[config.mk]
export PLATFORM = sky130hd
export DESIGN_NAME = resb_core
export DESIGN_NICKNAME = d
export VERILOG_FILES = /design/src/rtl/resb_pkg.sv /design/src/rtl/resb_core.sv
export SDC_FILE = /design/constraint.sdc
export NUM_CORES = 1
export LEC_CHECK = 0
export ABC_AREA = 1
export BUFFER_PORTS_ARGS = -buffer_cell sky130_fd_sc_hd__buf_2
export CORE_MARGIN = 3
export CORE_UTILIZATION = 52
export CTS_CLUSTER_DIAMETER = 50
export DETAILED_ROUTE_END_ITERATION = 8
export PLACE_DENSITY = 0.93
export REMOVE_ABC_BUFFERS = 1
export SYNTH_ARGS = -nofsm -noshare
export SYNTH_HDL_FRONTEND = slang
export SYNTH_SLANG_ARGS = --single-unit
[constraint.sdc]
create_clock -name core_clk -period 2.1 [get_ports core_clk]
set_input_delay 0 -clock core_clk [delete_from_list [all_inputs] [get_ports core_clk]]
set_output_delay 0 -clock core_clk [all_outputs]
set_load 0.005 [all_outputs]
[src/rtl/resb_pkg.sv]
// Package: constants for the receive error, link status and bit framing register bank.
// Assumes: one 40 MHz clock and 32-bit AHB-Lite register words.
package resb_pkg;
	// Register indices; byte address is four times the index
	localparam logic [7:0] IDX_ERROR = 8'h0A;
	localparam logic [7:0] IDX_STATUS = 8'h0B;
	localparam logic [7:0] IDX_FRAMING = 8'h0C;
	localparam logic [7:0] IDX_COLL = 8'h0D;
	localparam logic [7:0] IDX_EMD_CTRL = 8'h10;
	localparam logic [9:0] ADDR_ERROR = {IDX_ERROR, 2'b00};
	localparam logic [9:0] ADDR_STATUS = {IDX_STATUS, 2'b00};
	localparam logic [9:0] ADDR_FRAMING = {IDX_FRAMING, 2'b00};
	localparam logic [9:0] ADDR_COLL = {IDX_COLL, 2'b00};
	localparam logic [9:0] ADDR_EMD_CTRL = {IDX_EMD_CTRL, 2'b00};
	// Error flag positions
	localparam int ERR_SHORT = 4;
	localparam int ERR_EMPTY = 3;
	localparam int ERR_COLL = 2;
	localparam int ERR_PROT = 1;
	localparam int ERR_INTEG = 0;
	// Status, framing and collision field positions
	localparam int ST_CIPHER = 5;
	localparam int FR_KEEP = 7;
	localparam int FR_ALIGN_LO = 4;
	localparam int FR_COLLISION_AS_INTEGRITY_ERROR = 3;
	localparam int FR_LAST_LO = 0;
	localparam int COLL_VALID = 7;
	// Reset values
	localparam logic [7:0] FRAMING_RST = 8'h00;
	localparam logic EMD_RST = 1'b0;
	// Frame limits
	localparam logic [6:0] MIN_FRAME_BITS = 7'h04;
	localparam logic [1:0] EMD_MIN_BYTES = 2'h3;
	localparam logic [7:0] COLL_RANGE = 8'h40;
	// Combined transmit and receive state
	typedef enum logic [2:0] {
		ST_IDLE = 3'b000,
		ST_TX_WAIT = 3'b001,
		ST_TRANSMIT = 3'b011,
		ST_RX_WAIT = 3'b101,
		ST_WAIT_DATA = 3'b110,
		ST_RECEIVE = 3'b111
	} resb_state_e;
endpackage

[src/rtl/resb_core.sv]
// Receive error flags, link state, cipher status and bit framing with an AHB-Lite slave.
// Assumes: command, transmitter and receive decoder strobes come from logic on core_clk.
`timescale 1ns/100ps
module resb_core (
	input wire logic core_clk,
	input wire logic rst,
	input wire logic hsel,
	input wire logic [31:0] haddr,
	input wire logic [1:0] htrans,
	input wire logic hwrite,
	input wire logic [2:0] hsize,
	input wire logic [31:0] hwdata,
	input wire logic hready,
	output logic [31:0] hrdata,
	output logic hreadyout,
	output logic hresp,
	input wire logic cmd_transmit,
	input wire logic cmd_receive,
	input wire logic cmd_transceive,
	input wire logic cmd_stop,
	input wire logic cipher_auth_ok,
	input wire logic fifo_empty,
	input wire logic tx_done,
	input wire logic rx_wait_done,
	input wire logic rx_sof,
	input wire logic rx_bit_valid,
	input wire logic rx_bit,
	input wire logic rx_bit_collision,
	input wire logic rx_bit_in_eof,
	input wire logic rx_end,
	input wire logic rx_stop_bit_err,
	input wire logic rx_sof_eof_err,
	input wire logic rx_byte_count_err,
	input wire logic rx_parity_err,
	input wire logic rx_crc_err,
	output logic fifo_wr_valid,
	output logic [7:0] fifo_wr_data,
	output logic frame_discard,
	output logic receive_interrupt,
	output logic decoder_enable,
	output logic [2:0] link_state,
	output logic cipher_active
);

	////////////////////////////////////////////////////////////////////////////////
	// Bus slave
	logic wr_pend_reg, wr_pend_next;
	logic [9:0] wr_addr_reg, wr_addr_next;
	logic [31:0] hrdata_reg, hrdata_next;
	logic addr_phase;
	logic sw_wr;
	logic [7:0] sw_data;

	// Register bank state
	resb_pkg::resb_state_e state_reg, state_next;
	logic [4:0] err_reg, err_next;
	logic cipher_reg, cipher_next;
	logic keep_reg, keep_next;
	logic [2:0] align_reg, align_next;
	logic collision_as_integrity_error_reg, collision_as_integrity_error_next;
	logic [2:0] last_reg, last_next;
	logic emd_reg, emd_next;
	logic [6:0] cpos_reg, cpos_next;
	logic cvalid_reg, cvalid_next;
	logic trx_reg, trx_next;
	logic [2:0] pos_reg, pos_next;
	logic [6:0] bits_reg, bits_next;
	logic [1:0] bytes_reg, bytes_next;
	logic [7:0] acc_reg, acc_next;
	logic cseen_reg, cseen_next;
	logic wr_reg, wr_next;
	logic [7:0] wdata_reg, wdata_next;
	logic disc_reg, disc_next;
	logic irq_reg, irq_next;
	logic dec_reg, dec_next;
	logic prot_evt;
	logic [7:0] cpos_sum;

	assign addr_phase = hsel && htrans[1] && hready;
	assign sw_wr = wr_pend_reg;
	assign sw_data = hwdata[7:0];

	always_comb begin
		wr_pend_next = addr_phase && hwrite;
		wr_addr_next = haddr[9:0];
		hrdata_next = hrdata_reg;
		if (addr_phase && !hwrite) begin
			case (haddr[9:0])
				resb_pkg::ADDR_ERROR: hrdata_next = {27'h0, err_reg};
				resb_pkg::ADDR_STATUS: hrdata_next = {26'h0, cipher_reg, 2'b00, state_reg};
				resb_pkg::ADDR_FRAMING: hrdata_next = {24'h000000, keep_reg, align_reg, collision_as_integrity_error_reg, last_reg};
				resb_pkg::ADDR_COLL: hrdata_next = {24'h000000, cvalid_reg, cpos_reg};
				resb_pkg::ADDR_EMD_CTRL: hrdata_next = {31'h0, emd_reg};
				default: hrdata_next = 32'h00000000;
			endcase
		end
	end

	always_ff @(posedge core_clk) begin
		if (rst) begin
			wr_pend_reg <= 1'b0;
			wr_addr_reg <= 10'h000;
			hrdata_reg <= 32'h00000000;
			hreadyout <= 1'b0;
			hresp <= 1'b0;
		end else begin
			wr_pend_reg <= wr_pend_next;
			wr_addr_reg <= wr_addr_next;
			hrdata_reg <= hrdata_next;
			hreadyout <= 1'b1;
			hresp <= 1'b0;
		end
	end

	assign hrdata = hrdata_reg;

	////////////////////////////////////////////////////////////////////////////////
	// Link state, receive framing and error flags
	assign prot_evt = rx_stop_bit_err || rx_sof_eof_err || rx_byte_count_err;
	assign cpos_sum = {5'h00, align_reg} + {1'b0, bits_reg};

	always_comb begin
		state_next = state_reg;
		err_next = err_reg;
		cipher_next = cipher_reg;
		keep_next = keep_reg;
		align_next = align_reg;
		collision_as_integrity_error_next = collision_as_integrity_error_reg;
		last_next = last_reg;
		emd_next = emd_reg;
		cpos_next = cpos_reg;
		cvalid_next = cvalid_reg;
		trx_next = trx_reg;
		pos_next = pos_reg;
		bits_next = bits_reg;
		bytes_next = bytes_reg;
		acc_next = acc_reg;
		cseen_next = cseen_reg;
		wr_next = 1'b0;
		wdata_next = wdata_reg;
		disc_next = 1'b0;
		irq_next = 1'b0;
		// Software writes first so hardware events win
		if (sw_wr) begin
			case (wr_addr_reg)
				resb_pkg::ADDR_STATUS: begin
					if (!sw_data[resb_pkg::ST_CIPHER])
						cipher_next = 1'b0;
				end
				resb_pkg::ADDR_FRAMING: begin
					keep_next = sw_data[resb_pkg::FR_KEEP];
					align_next = sw_data[resb_pkg::FR_ALIGN_LO +: 3];
					collision_as_integrity_error_next = sw_data[resb_pkg::FR_COLLISION_AS_INTEGRITY_ERROR];
					last_next = sw_data[resb_pkg::FR_LAST_LO +: 3];
				end
				resb_pkg::ADDR_EMD_CTRL: emd_next = sw_data[0];
				default: ;
			endcase
		end
		if (cipher_auth_ok)
			cipher_next = 1'b1;
		case (state_reg)
			resb_pkg::ST_IDLE: begin
				if (cmd_transmit || cmd_transceive) begin
					trx_next = cmd_transceive;
					state_next = resb_pkg::ST_TX_WAIT;
				end else if (cmd_receive) begin
					trx_next = 1'b0;
					err_next[resb_pkg::ERR_SHORT] = 1'b0;
					err_next[resb_pkg::ERR_COLL] = 1'b0;
					err_next[resb_pkg::ERR_PROT] = 1'b0;
					err_next[resb_pkg::ERR_INTEG] = 1'b0;
					cvalid_next = 1'b0;
					state_next = resb_pkg::ST_RX_WAIT;
				end
			end
			resb_pkg::ST_TX_WAIT: begin
				if (fifo_empty) begin
					err_next[resb_pkg::ERR_EMPTY] = 1'b1;
					state_next = resb_pkg::ST_IDLE;
				end else begin
					err_next[resb_pkg::ERR_EMPTY] = 1'b0;
					state_next = resb_pkg::ST_TRANSMIT;
				end
			end
			resb_pkg::ST_TRANSMIT: begin
				if (tx_done)
					state_next = trx_reg ? resb_pkg::ST_RX_WAIT : resb_pkg::ST_IDLE;
			end
			resb_pkg::ST_RX_WAIT: begin
				if (rx_wait_done) begin
					if (trx_reg) begin
						err_next[resb_pkg::ERR_SHORT] = 1'b0;
						err_next[resb_pkg::ERR_COLL] = 1'b0;
						err_next[resb_pkg::ERR_PROT] = 1'b0;
						err_next[resb_pkg::ERR_INTEG] = 1'b0;
						cvalid_next = 1'b0;
					end
					state_next = resb_pkg::ST_WAIT_DATA;
				end
			end
			resb_pkg::ST_WAIT_DATA: begin
				if (rx_sof) begin
					last_next = 3'h0;
					pos_next = align_reg;
					bits_next = 7'h00;
					bytes_next = 2'h0;
					acc_next = 8'h00;
					cseen_next = 1'b0;
					state_next = resb_pkg::ST_RECEIVE;
				end
			end
			resb_pkg::ST_RECEIVE: begin
				if (rx_parity_err || rx_crc_err)
					err_next[resb_pkg::ERR_INTEG] = 1'b1;
				if (rx_bit_valid && !rx_bit_in_eof) begin
					if (rx_bit_collision && !cseen_reg) begin
						cseen_next = 1'b1;
						err_next[resb_pkg::ERR_COLL] = 1'b1;
						if (collision_as_integrity_error_reg)
							err_next[resb_pkg::ERR_INTEG] = 1'b1;
						cpos_next = cpos_sum[6:0];
						cvalid_next = cpos_sum < resb_pkg::COLL_RANGE;
					end
					acc_next[pos_reg] = (cseen_reg && !keep_reg) ? 1'b0 : rx_bit;
					pos_next = pos_reg + 3'h1;
					if (bits_reg != 7'h7F)
						bits_next = bits_reg + 7'h01;
					if (pos_reg == 3'h7 && !prot_evt) begin
						wr_next = 1'b1;
						wdata_next = acc_next;
						acc_next = 8'h00;
						if (bytes_reg != resb_pkg::EMD_MIN_BYTES)
							bytes_next = bytes_reg + 2'h1;
					end
				end
				if (prot_evt) begin
					err_next[resb_pkg::ERR_PROT] = 1'b1;
					irq_next = 1'b1;
					state_next = resb_pkg::ST_IDLE;
				end else if (rx_end) begin
					if (bits_reg < resb_pkg::MIN_FRAME_BITS) begin
						err_next[resb_pkg::ERR_SHORT] = 1'b1;
						disc_next = 1'b1;
						state_next = resb_pkg::ST_WAIT_DATA;
					end else if (emd_reg && bytes_reg < resb_pkg::EMD_MIN_BYTES) begin
						disc_next = 1'b1;
						state_next = resb_pkg::ST_WAIT_DATA;
					end else begin
						if (align_reg != 3'h0)
							last_next = pos_reg;
						if (pos_reg != 3'h0) begin
							wr_next = 1'b1;
							wdata_next = acc_reg;
						end
						irq_next = 1'b1;
						state_next = resb_pkg::ST_IDLE;
					end
				end
			end
			default: state_next = resb_pkg::ST_IDLE;
		endcase
		if (cmd_stop)
			state_next = resb_pkg::ST_IDLE;
		// Decoder stays on while waiting for or receiving a frame
		dec_next = (state_next == resb_pkg::ST_WAIT_DATA) || (state_next == resb_pkg::ST_RECEIVE);
	end

	always_ff @(posedge core_clk) begin
		if (rst) begin
			state_reg <= resb_pkg::ST_IDLE;
			err_reg <= 5'h00;
			cipher_reg <= 1'b0;
			keep_reg <= resb_pkg::FRAMING_RST[resb_pkg::FR_KEEP];
			align_reg <= resb_pkg::FRAMING_RST[resb_pkg::FR_ALIGN_LO +: 3];
			collision_as_integrity_error_reg <= resb_pkg::FRAMING_RST[resb_pkg::FR_COLLISION_AS_INTEGRITY_ERROR];
			last_reg <= resb_pkg::FRAMING_RST[resb_pkg::FR_LAST_LO +: 3];
			emd_reg <= resb_pkg::EMD_RST;
			cpos_reg <= 7'h00;
			cvalid_reg <= 1'b0;
			trx_reg <= 1'b0;
			pos_reg <= 3'h0;
			bits_reg <= 7'h00;
			bytes_reg <= 2'h0;
			acc_reg <= 8'h00;
			cseen_reg <= 1'b0;
			wr_reg <= 1'b0;
			wdata_reg <= 8'h00;
			disc_reg <= 1'b0;
			irq_reg <= 1'b0;
			dec_reg <= 1'b0;
		end else begin
			state_reg <= state_next;
			err_reg <= err_next;
			cipher_reg <= cipher_next;
			keep_reg <= keep_next;
			align_reg <= align_next;
			collision_as_integrity_error_reg <= collision_as_integrity_error_next;
			last_reg <= last_next;
			emd_reg <= emd_next;
			cpos_reg <= cpos_next;
			cvalid_reg <= cvalid_next;
			trx_reg <= trx_next;
			pos_reg <= pos_next;
			bits_reg <= bits_next;
			bytes_reg <= bytes_next;
			acc_reg <= acc_next;
			cseen_reg <= cseen_next;
			wr_reg <= wr_next;
			wdata_reg <= wdata_next;
			disc_reg <= disc_next;
			irq_reg <= irq_next;
			dec_reg <= dec_next;
		end
	end

	assign fifo_wr_valid = wr_reg;
	assign fifo_wr_data = wdata_reg;
	assign frame_discard = disc_reg;
	assign receive_interrupt = irq_reg;
	assign decoder_enable = dec_reg;
	assign link_state = state_reg;
	assign cipher_active = cipher_reg;
endmodule // resb_core

Word-level counts from Yosys, hierarchy flattened

Index checks and enable logic that the tools add are counted.

Multipliers: 0
Reductions and logical operators: 43
Shift-type cells: 0
Divide/modulo/power cells: 0
Order comparisons: 5
Add/sub/neg operators: 4
Equality and inequality tests: 33
Multiplexer cells: 95
Bitwise logic cells: 2

Operators by type and width:

| cell                                               | count |
|---|---|
| two-way mux 8 bit                                  | 10 |
| two-way mux 3 bit                                  | 25 |
| == test 10 x 6 -> 1 bit, second input constant     | 6 |
| one-hot mux 8 bit (5 select lines)                 | 1 |
| two-way mux 1 bit                                  | 39 |
| != test 2 bit, second input constant               | 15 |
| two-way mux 7 bit                                  | 3 |
| == test 10 x 7 -> 1 bit, second input constant     | 2 |
| == test 3 bit, second input constant               | 6 |
| one-hot mux 3 bit (6 select lines)                 | 1 |
| one-hot mux 8 bit (2 select lines)                 | 1 |
| one-hot mux 7 bit (2 select lines)                 | 1 |
| one-hot mux 3 bit (2 select lines)                 | 2 |
| logical AND 1 bit                                  | 10 |
| two-way mux 2 bit                                  | 5 |
| AND reduction 5 bit                                | 2 |
| one-hot mux 3 bit (3 select lines)                 | 1 |
| AND reduction 3 bit                                | 3 |
| nonzero test 3 bit                                 | 3 |
| adder 3 x 7 -> 8 bit                               | 1 |
| bitwise mux 8 bit                                  | 1 |
| < comparator 8 x 7 -> 1 bit, second input constant | 1 |
| AND reduction 4 bit                                | 2 |
| AND reduction 8 bit                                | 1 |
| 25 further kinds                                   | 40 |

ROM bits: 0
Logic and storage cells: 211
Memory bits (writable): 0
Bits in latches: 0
Input bits: 93
Memories kept: 0
Flip-flop bits (word level): 104

Longest topological paths before layout

Gate-level depths: netlist (run 1).

Word-level depth: 12
Mapped depth: 13
Gate-level depth less buffers: 13

Worst setup path after synthesis (run 1)

Ideal clock, no wire load.

Path kind: flip-flop to flip-flop
Start point: reg bits_reg[0]
End point: reg cpos_reg[6]
Buffers on the path: 0
Period minus slack after synthesis: 1,792 ps
Stages on the path, launching flop included: 10
Setup time: 116 ps
Data required time: 1,984 ps
Path slack: 308 ps
Arrival time: 1,676 ps
Cell sequence: dfxtp_1 > ha_1 > inv_1 > fa_1 > o21ai_0 > nand3_1 > xor2_1 > nand2_1 > o211ai_1 > inv_1

Word-level cells in the longest chain between the ends: 1

RTL lines:

| item                     | RTL line         | text |
|---|---|---|
| start: declaration       | resb_core.sv:67  | `logic [6:0] bits_reg, bits_next;` |
| start signal: assignment | resb_core.sv:305 | `bits_reg <= bits_next;` |
| adder 3 x 7 -> 8 bit     | resb_core.sv:120 | `assign cpos_sum = {5'h00, align_reg} + {1'b0, bits_reg};` |
| end signal: assignment   | resb_core.sv:301 | `cpos_reg <= cpos_next;` |
| end: declaration         | resb_core.sv:63  | `logic [6:0] cpos_reg, cpos_next;` |

No other way between the ends.
A chain may end at the register's enable or synchronous reset.

Final worst setup path (run 1)

Start point: reg align_reg[0]
End point: reg cpos_reg[6]

Word-level cells in the longest chain between the ends: 1

RTL lines:

| item                     | RTL line         | text |
|---|---|---|
| start: declaration       | resb_core.sv:59  | `logic [2:0] align_reg, align_next;` |
| start signal: assignment | resb_core.sv:275 | `align_reg <= resb_pkg::FRAMING_RST[resb_pkg::FR_ALIGN_LO +: 3];` |
| start signal: assignment | resb_core.sv:297 | `align_reg <= align_next;` |
| adder 3 x 7 -> 8 bit     | resb_core.sv:120 |  |

No other way between the ends.

==> results.sh, run 1 <==
export IMPL_htree_num_levels=3
export IMPL_synthTopCellsByCount="149 x nand2_1, 90 x nor2_1, 81 x inv_1, 80 x dfxtp_1, 64 x nand3_1"
export IMPL_grt_pass1_vias=4199
export IMPL_fp_dieW_um=98.9
export IMPL_grt_pass1_wl_um=18800
export IMPL_fin_util_pct=63.6
export IMPL_nets=879
export IMPL_max_stage_delay_ns=0.41
export IMPL_die_height_um=98.9
export IMPL_largest_reg_flops=10
export IMPL_yosys_warnings=0
export IMPL_synth_cell_types=40
export IMPL_fin_worst_skew_ns=0.0104
export IMPL_period_share_pct=90.0
export IMPL_ys_ff_latch=80
export IMPL_vdd_ir_drop_worst_mv=0.301
export IMPL_synth_cells=682
export IMPL_wl_met1_um=4950
export IMPL_synthMostInstantiatedCell="nand2_1"
export IMPL_ioPinCount=143
export IMPL_max_cap_viol_count=0
export IMPL_wirelength_um=11600
export IMPL_arrival_ns=2.15
export IMPL_fillers=735
export IMPL_hpwl_um=8370
export IMPL_overflow=0
export IMPL_cp_end_kind="register"
export IMPL_drt_iter0_markers=333
export IMPL_n_antenna_cell=0
export IMPL_slew_violations=0
export IMPL_highest_layer="met4"
export IMPL_grt_start_max_net_pins=25
export IMPL_crit_chain="ha_1 > inv_1 > fa_1 > o21ai_1 > nand3_1 > xor2_1 > nand2_1 > o211ai_1 > inv_1"
export IMPL_critPathKind="reg -> reg"
export IMPL_synth_top_area_share_pct=35.7
export IMPL_antenna_found_initial=0
export IMPL_avgSynthCellArea_um2=6.58
export IMPL_hold_class="in -> reg"
export IMPL_crit_slowest_cell="fa_1"
export IMPL_wl_met3_um=968
export IMPL_fmax_mhz=529
export IMPL_status="completed"
export IMPL_met2_length_um=5410
export IMPL_gp_congestion=0.917
export IMPL_yosys_top_cells_area="dfxtp_1 36%, nand2_1 12%, nor2_1 7.5%"
export IMPL_cts_tree="done"
export IMPL_cts_made_buffers=9
export IMPL_areaGrowthSynthToFinish_pct=17.6
export IMPL_yosys_most_used_dff="dfxtp_1"
export IMPL_vias_per_cell=5.13
export IMPL_setup_viol=0
export IMPL_coreArea_um2=8300
export IMPL_slew_headroom_pct=62.0
export IMPL_port_buffers=67
export IMPL_min_period_ns=1.89
export IMPL_vias=4554
export IMPL_leakage_nw=2.46
export IMPL_tns_ns=0
export IMPL_synth_edf_count=0
export IMPL_async_flop_share_pct=0
export IMPL_num_rows=33
export IMPL_die_area_um2=9780
export IMPL_antenna_left=0
export IMPL_finalPower_mw=2.85
export IMPL_pwr_density_cell_nw_per_um2=539
export IMPL_crit_family="adder cells"
export IMPL_critPathMaxFanout=5
export IMPL_cts_root_buf="clkbuf_8"
export IMPL_hold_violations=0
export IMPL_clockBufferDepth=2
export IMPL_crit_buf_inv=2
export IMPL_yosys_area_top_type="dfxtp_1"
export IMPL_drc=0
export IMPL_wl_per_cell_um=13.1
export IMPL_dr_pass1_iters=6
export IMPL_clk_latency_ns=0.37
export IMPL_clock_sinks=80
export IMPL_tightestPinTransition_ns=0.562
export IMPL_clk_pin_slew_ns=0.09
export IMPL_rsz0062_at_grt="no"
export IMPL_worst_setup_path_start_kind="register"
export IMPL_syn_area_um2=4490
export IMPL_ys_seq_area_share_pct=35.7
export IMPL_layout_drive_gt1_share_pct=15.5
export IMPL_grt_usage_pct=23.8
export IMPL_crit_top_cell="inv_1"
export IMPL_worst_ep_required_time_ns=2.36
export IMPL_start_util_pct=54.1
==> repair_timing <==
item	in CTS	in global routing
resized for setup	0	3
setup buffers	0	0
hold buffers	26	0
hold endpoints to repair	30	0
endpoints found under the setup margin	0	2
==> cell type report <==
class / instances / area [um2] / area share (%)
timing repair buffer: 105 / 686 / 13.0
inverter: 89 / 334 / 6.33
clock buffer: 9 / 124 / 2.35
sequential: 80 / 1600 / 30.4
clock inverter: 7 / 55.1 / 1.04
multi-input combinational: 492 / 2350 / 44.4
tap: 105 / 131 / 2.49
==> worst paths after layout <==
check	from	end	slack [ns]	cells after the start
max	align_reg[0]	cpos_reg[6]	0.21	9
min	hwdata[2]	last_reg[2]	0.03	5
max reg2reg	align_reg[0]	cpos_reg[6]	0.21	9
min reg2reg	hrdata[5]	hrdata[5]	0.47	2
==> power by group <==
group | internal [mW] | switching (mW)
Clock | 0.439 | 0.608
Combinational | 0.102 | 0.143
Sequential | 1.54 | 0.0176
Total | 2.08 | 0.769
==> worst reg2reg max path, delay by kind of cell (launching register included) <==
family,cells,cell delay (ns)
XOR/XNOR,1,0.21
AND/OR/NAND/NOR,2,0.20
flip-flops,1,0.38
AO/OA/AOI/OAI,2,0.30
adder cells (fa/ha/maj),2,0.59
buffers and inverters,2,0.10
==> kinds of logic (layout without fill, tap and decap cells) <==
logic type	Yosys count	after routing	synth area share, %
other	1	25	0.0835
XOR/XNOR	7	7	1.37
adder cells (fa/ha/maj)	9	9	2.68
flip-flops	80	80	35.7
AO/OA/AOI/OAI	107	107	12.8
buffers and inverters	134	210	14.1
AND/OR/NAND/NOR	344	344	33.3
==> metrics by stage <==
step	worst slack, ns	area (um2)	instances	hold slack [ns]
CTS	0.0680	5280	887	0.0259
floorplan	0.294	4280	661	0.0691
detailed placement	0.112	4840	845	0.225
global route	0.0487	5280	887	0.0683
global placement	0.184	4840	845	0.223
finish	0.209	5280	887	0.0343
==> layout by cell type (no fill, tap or decap), types with 7 or more instances in the layout <==
cell and instances:
clkbuf_8 9, nor2_1 90, o21ai_0 41, ha_1 8
dfxtp_1 78, a21oi_1 50, nand2_1 149, nor3_1 9
nand4_1 7, nand3_1 64, conb_1 25, buf_2 67
dlygate4sd3_1 26, buf_4 12, inv_1 81
==> metal layers <==
metal  up-vias  GRT usage, %
met5         -             0
met4         0          9.66
met3        23          5.17
met2       188          39.8
met1      2021          29.8
li1       2322             -
No activity file was read; power rests on OpenSTA's default activity.
==> run 2: changes to the inputs <==
Settings changed: PLACE_DENSITY 0.93 to 0.81.
==> results.sh, run 2 (synthesis gave the netlist of run 1 again) <==
export IMPL_status="completed"
export IMPL_drt_iter0_markers=248
export IMPL_critPathKind="reg -> reg"
export IMPL_antenna_left=0
export IMPL_largest_reg_flops=10
export IMPL_fin_util_pct=64.8
export IMPL_clk_latency_ns=0.36
export IMPL_grt_start_max_net_pins=44
export IMPL_nets=882
export IMPL_slew_headroom_pct=62.4
export IMPL_clockBufferDepth=2
export IMPL_fp_dieW_um=98.9
export IMPL_post_cts_buffers=0
export IMPL_tns_ns=0
export IMPL_leakage_nw=2.51
export IMPL_pwr_density_cell_nw_per_um2=598
export IMPL_grt_pass1_vias=4413
export IMPL_crit_top_cell="inv_1"
export IMPL_seqPwrFrac_pct=48.3
export IMPL_dr_pass1_iters=5
export IMPL_slew_violations=0
export IMPL_finalPower_mw=3.22
export IMPL_max_stage_delay_ns=0.43
export IMPL_worst_ep_required_time_ns=2.36
export IMPL_max_cap_viol_count=0
export IMPL_pre_cts_slack_ns=0.0968
export IMPL_post_place_cells=848
export IMPL_internal_power_mw=2.47
export IMPL_design_area_um2=5370
export IMPL_setup_viol=0
export IMPL_antenna_found_initial=0
export IMPL_hpwl_um=8740
export IMPL_critPathMaxFanout=5
export IMPL_fmax_mhz=521
export IMPL_min_period_ns=1.92
export IMPL_clock_sinks=80
export IMPL_ioPinCount=143
export IMPL_crit_chain="ha_1 > inv_1 > fa_1 > o21ai_1 > nand3_1 > xor2_1 > nand2_1 > o211ai_1 > inv_1"
export IMPL_cts_made_buffers=9
export IMPL_finalNonFillerCells=890
export IMPL_crit_buf_inv=2
export IMPL_grt_pass1_wl_um=20100
export IMPL_layout_cells_most_common_list="149 x nand2_1, 90 x nor2_1, 81 x inv_1"
export IMPL_rsz0062_at_grt="no"
export IMPL_fin_worst_skew_ns=0.00794
export IMPL_hold_class="in -> reg"
export IMPL_vias_per_cell=5.18
export IMPL_worst_setup_path_start_kind="register"
export IMPL_worst_slack_ns=0.180
export IMPL_period_share_pct=91.4
export IMPL_crit_slowest_cell="dfxtp_1"
export IMPL_areaGrowthSynthToFinish_pct=19.7
export IMPL_htree_num_levels=3
export IMPL_wirelength_um=11900
export IMPL_clk_pin_slew_ns=0.08
export IMPL_wl_per_cell_um=13.4
export IMPL_p_comb_share_pct=7.8
export IMPL_layout_drive_gt1_share_pct=15.5
export IMPL_port_buffers=67
export IMPL_n_antenna_cell=0
export IMPL_cp_end_kind="register"
export IMPL_whs_ns=0.0485
export IMPL_num_rows=33
export IMPL_arrival_ns=2.18
export IMPL_overflow=0
export IMPL_switching_share_pct=23.2
export IMPL_die_area_um2=9780
export IMPL_tightestPinTransition_ns=0.557
export IMPL_switchingPower_mw=0.746
export IMPL_grt_usage_pct=25.0
export IMPL_coreArea_um2=8300
export IMPL_crit_family="adder cells"
export IMPL_die_height_um=98.9
export IMPL_cts_root_buf="clkbuf_8"
export IMPL_p_clk_share_pct=43.9
export IMPL_drc=0
export IMPL_cts_tree="done"
export IMPL_final_common_cell="nand2_1"
export IMPL_gp_congestion=0.949
export IMPL_placed_cell_area_um2=4860
export IMPL_hold_violations=0
export IMPL_start_util_pct=54.1
export IMPL_vias=4614
export IMPL_vdd_ir_drop_worst_mv=0.404
[run 2: cell count changes in the layout (fill, tap and decap cells not counted)]
| cell | before | now |
|---|---|---|
| buf_4 | 12 | 15 |
| bufinv_16 | 0 | 3 |
| dfxtp_1 | 78 | 80 |
| dfxtp_2 | 2 | 0 |
| clkbuf_8 | 9 | 10 |
| clkinv_2 | 1 | 0 |
| clkinv_4 | 2 | 1 |
| clkinvlp_4 | 2 | 1 |
| inv_6 | 2 | 1 |
[run 2: cell type report]
cell class / count / area (um2)
Tap cell: 105 / 131
Clock buffer: 10 / 138
Clock inverter: 6 / 115
Fill cell: 761 / 2930
Sequential cell: 80 / 1600
Multi-Input combinational cell: 492 / 2350
Inverter: 89 / 334
Timing Repair Buffer: 108 / 708
[run 2: final timing paths]
path | from | endpoint | slack (ns) | cells past startpoint
setup / recovery | align_reg[0] | cpos_reg[6] | 0.18 | 9
hold / removal | hwdata[2] | last_reg[2] | 0.05 | 5
setup reg to reg | align_reg[0] | cpos_reg[6] | 0.18 | 9
hold reg to reg | hrdata[3] | hrdata[3] | 0.47 | 2
[run 2: repair_timing]
action / in CTS / in global routing
resized for setup: 0 / 1
setup endpoints to repair: 0 / 2
endpoints found under the hold margin: 26 / 0
hold buffers: 26 / 0
[run 2: power by group through the flow]
stage	Clock [mW]	Sequential [mW]	Combinational, mW
finish	1.41	1.55	0.251
global route	1.50	1.56	0.280
CTS	1.42	1.55	0.246
detailed placement	0	1.59	0.209
global placement	0	1.59	0.203
floorplan	0	1.59	0.108
[run 2: worst register-to-register path, stage by stage (launching register included)]
cell and delay, ns:
dfxtp_1 0.43, ha_1 0.20, inv_1 0.05, fa_1 0.42, o21ai_1 0.23, nand3_1 0.11, xor2_1 0.19, nand2_1 0.07
o211ai_1 0.08, inv_1 0.05
[run 2: routing by layer]
layer	wire [um]	part of all wire [%]	vias to the layer above	GRT usage [%]
met4	290	2.4	0	10.2
met1	5040	42	2064	30.2
met3	915	7.7	28	4.53
li1	-	-	2327	-
met5	0	0	-	0
met2	5640	47	195	43.6
==> run 3: changes to the inputs <==
Settings changed: CORE_UTILIZATION 52 to 53, CTS_BUF_LIST set to sky130_fd_sc_hd__clkbuf_8, PLACE_DENSITY 0.81 to 0.83.
==> results.sh, run 3 (synthesis gave the netlist of run 1 again) <==
export IMPL_arrival_ns=2.23
export IMPL_grt_pass1_wl_um=19900
export IMPL_slew_headroom_pct=61.0
export IMPL_clk_pin_slew_ns=0.08
export IMPL_reg2reg_depth=8
export IMPL_final_common_cell="nand2_1"
export IMPL_worstReg2RegStart="align_reg[0]"
export IMPL_met1_usage_pct=33.0
export IMPL_min_period_ns=1.96
export IMPL_grt_usage_pct=25.2
export IMPL_min_from="rx_bit_in_eof"
export IMPL_dr_pass1_iters=6
export IMPL_grt_pass1_vias=4316
export IMPL_holdPathStages=4
export IMPL_antenna_left=0
export IMPL_post_place_cells=841
export IMPL_grt_start_max_net_pins=44
export IMPL_post_cts_buffers=0
export IMPL_wirelength_um=12200
export IMPL_fin_worst_skew_ns=0.00498
export IMPL_clk_latency_ns=0.35
export IMPL_finalNonFillerCells=882
export IMPL_pwr_density_cell_nw_per_um2=585
export IMPL_whs_ns=0.0221
export IMPL_htree_num_levels=3
export IMPL_num_rows=32
export IMPL_cts_root_buf="clkbuf_8"
export IMPL_layout_cells_most_common_list="149 x nand2_1, 90 x nor2_1, 83 x inv_1"
export IMPL_clockBufferDepth=2
export IMPL_grt_busiest_layer="met2"
export IMPL_drt_iter0_markers=333
export IMPL_whs_endpoint="cseen_reg"
export IMPL_areaGrowthSynthToFinish_pct=18.3
export IMPL_placed_cell_area_um2=4830
export IMPL_tns_ns=0
export IMPL_worst_ep_required_time_ns=2.38
export IMPL_wl_per_cell_um=13.8
export IMPL_worst_slack_ns=0.142
export IMPL_gr_usage_met2_pct=43.0
export IMPL_cp_end_kind="register"
export IMPL_hpwl_um=8800
export IMPL_n_antenna_cell=0
export IMPL_hold_class="in -> reg"
export IMPL_overflow=0
export IMPL_gp_congestion=0.949
export IMPL_grt_util_met3_pct=3.21
export IMPL_layout_drive_gt1_share_pct=14.9
export IMPL_critPathMaxFanout=5
export IMPL_vdd_ir_drop_worst_mv=0.390
export IMPL_fp_dieW_um=98.0
export IMPL_cts_made_buffers=9
export IMPL_fmax_mhz=511
export IMPL_vias_per_cell=5.29
export IMPL_die_height_um=98.0
export IMPL_slew_violations=0
export IMPL_clock_sinks=80
export IMPL_tightestPinTransition_ns=0.578
export IMPL_max_cap_viol_count=0
export IMPL_fin_util_pct=66.6
export IMPL_largest_reg_flops=10
export IMPL_vias=4665
export IMPL_setup_viol=0
export IMPL_antenna_found_initial=0
export IMPL_critPathKind="reg -> reg"
export IMPL_reg2reg_slack_ns=0.14
export IMPL_rsz0062_at_grt="no"
export IMPL_nets=877
export IMPL_finalPower_mw=3.11
export IMPL_worst_setup_path_start_kind="register"
export IMPL_cts_tree="done"
export IMPL_design_area_um2=5310
export IMPL_pre_cts_slack_ns=0.0809
export IMPL_start_util_pct=56.3
export IMPL_period_share_pct=93.2
export IMPL_hold_violations=0
export IMPL_status="completed"
export IMPL_die_area_um2=9610
export IMPL_drc=0
export IMPL_timing_rr_end="cvalid_reg"
export IMPL_coreArea_um2=7970
export IMPL_ioPinCount=143
export IMPL_leakage_nw=2.49
export IMPL_port_buffers=67
[run 3: worst max-delay path by stage]
stage,from,to,slack (ns)
after floorplan,bits_reg[0],cpos_reg[6],0.29
after global placement,align_reg[0],cpos_reg[6],0.20
after detailed placement,align_reg[0],cpos_reg[6],0.08
after CTS,align_reg[0],cvalid_reg,0.06
after global routing,link_state[0],trx_reg,0.05
final,align_reg[0],cvalid_reg,0.14
[run 3: metal layers]
layer	up-vias	part of all wire [%]
li1	2316	-
met1	2132	44
met2	197	47
met3	20	6.8
met4	0	1.8
met5	-	0
[run 3: worst max-delay path, stage by stage (launching register included)]
cell and delay [ns]:
dfxtp_1 0.43, ha_1 0.22, inv_1 0.07, fa_1 0.40, o21ai_1 0.22, nand3_1 0.12
xor2_1 0.18, nand3_1 0.09, a21oi_1 0.15
[run 3: what timing repair did]
action | 4_1_cts | 5_1_grt
hold endpoints to repair | 24 | 0
endpoints found under the setup margin | 0 | 2
hold buffers | 25 | 0
gates resized for setup | 0 | 1
[run 3: layout make-up]
cell class | instances | area [um2]
Fill cell | 730 | 2660
Multi-Input combinational cell | 492 | 2350
Sequential cell | 80 | 1600
Timing Repair Buffer | 103 | 668
Inverter | 89 | 334
Clock buffer | 12 | 165
Tap cell | 102 | 128
Clock inverter | 4 | 67.6
[run 3: report_power, final]
group	total (mW)	switching [mW]	internal, mW
Sequential	1.56	0.0181	1.54
Combinational	0.247	0.145	0.102
Clock	1.30	0.544	0.760
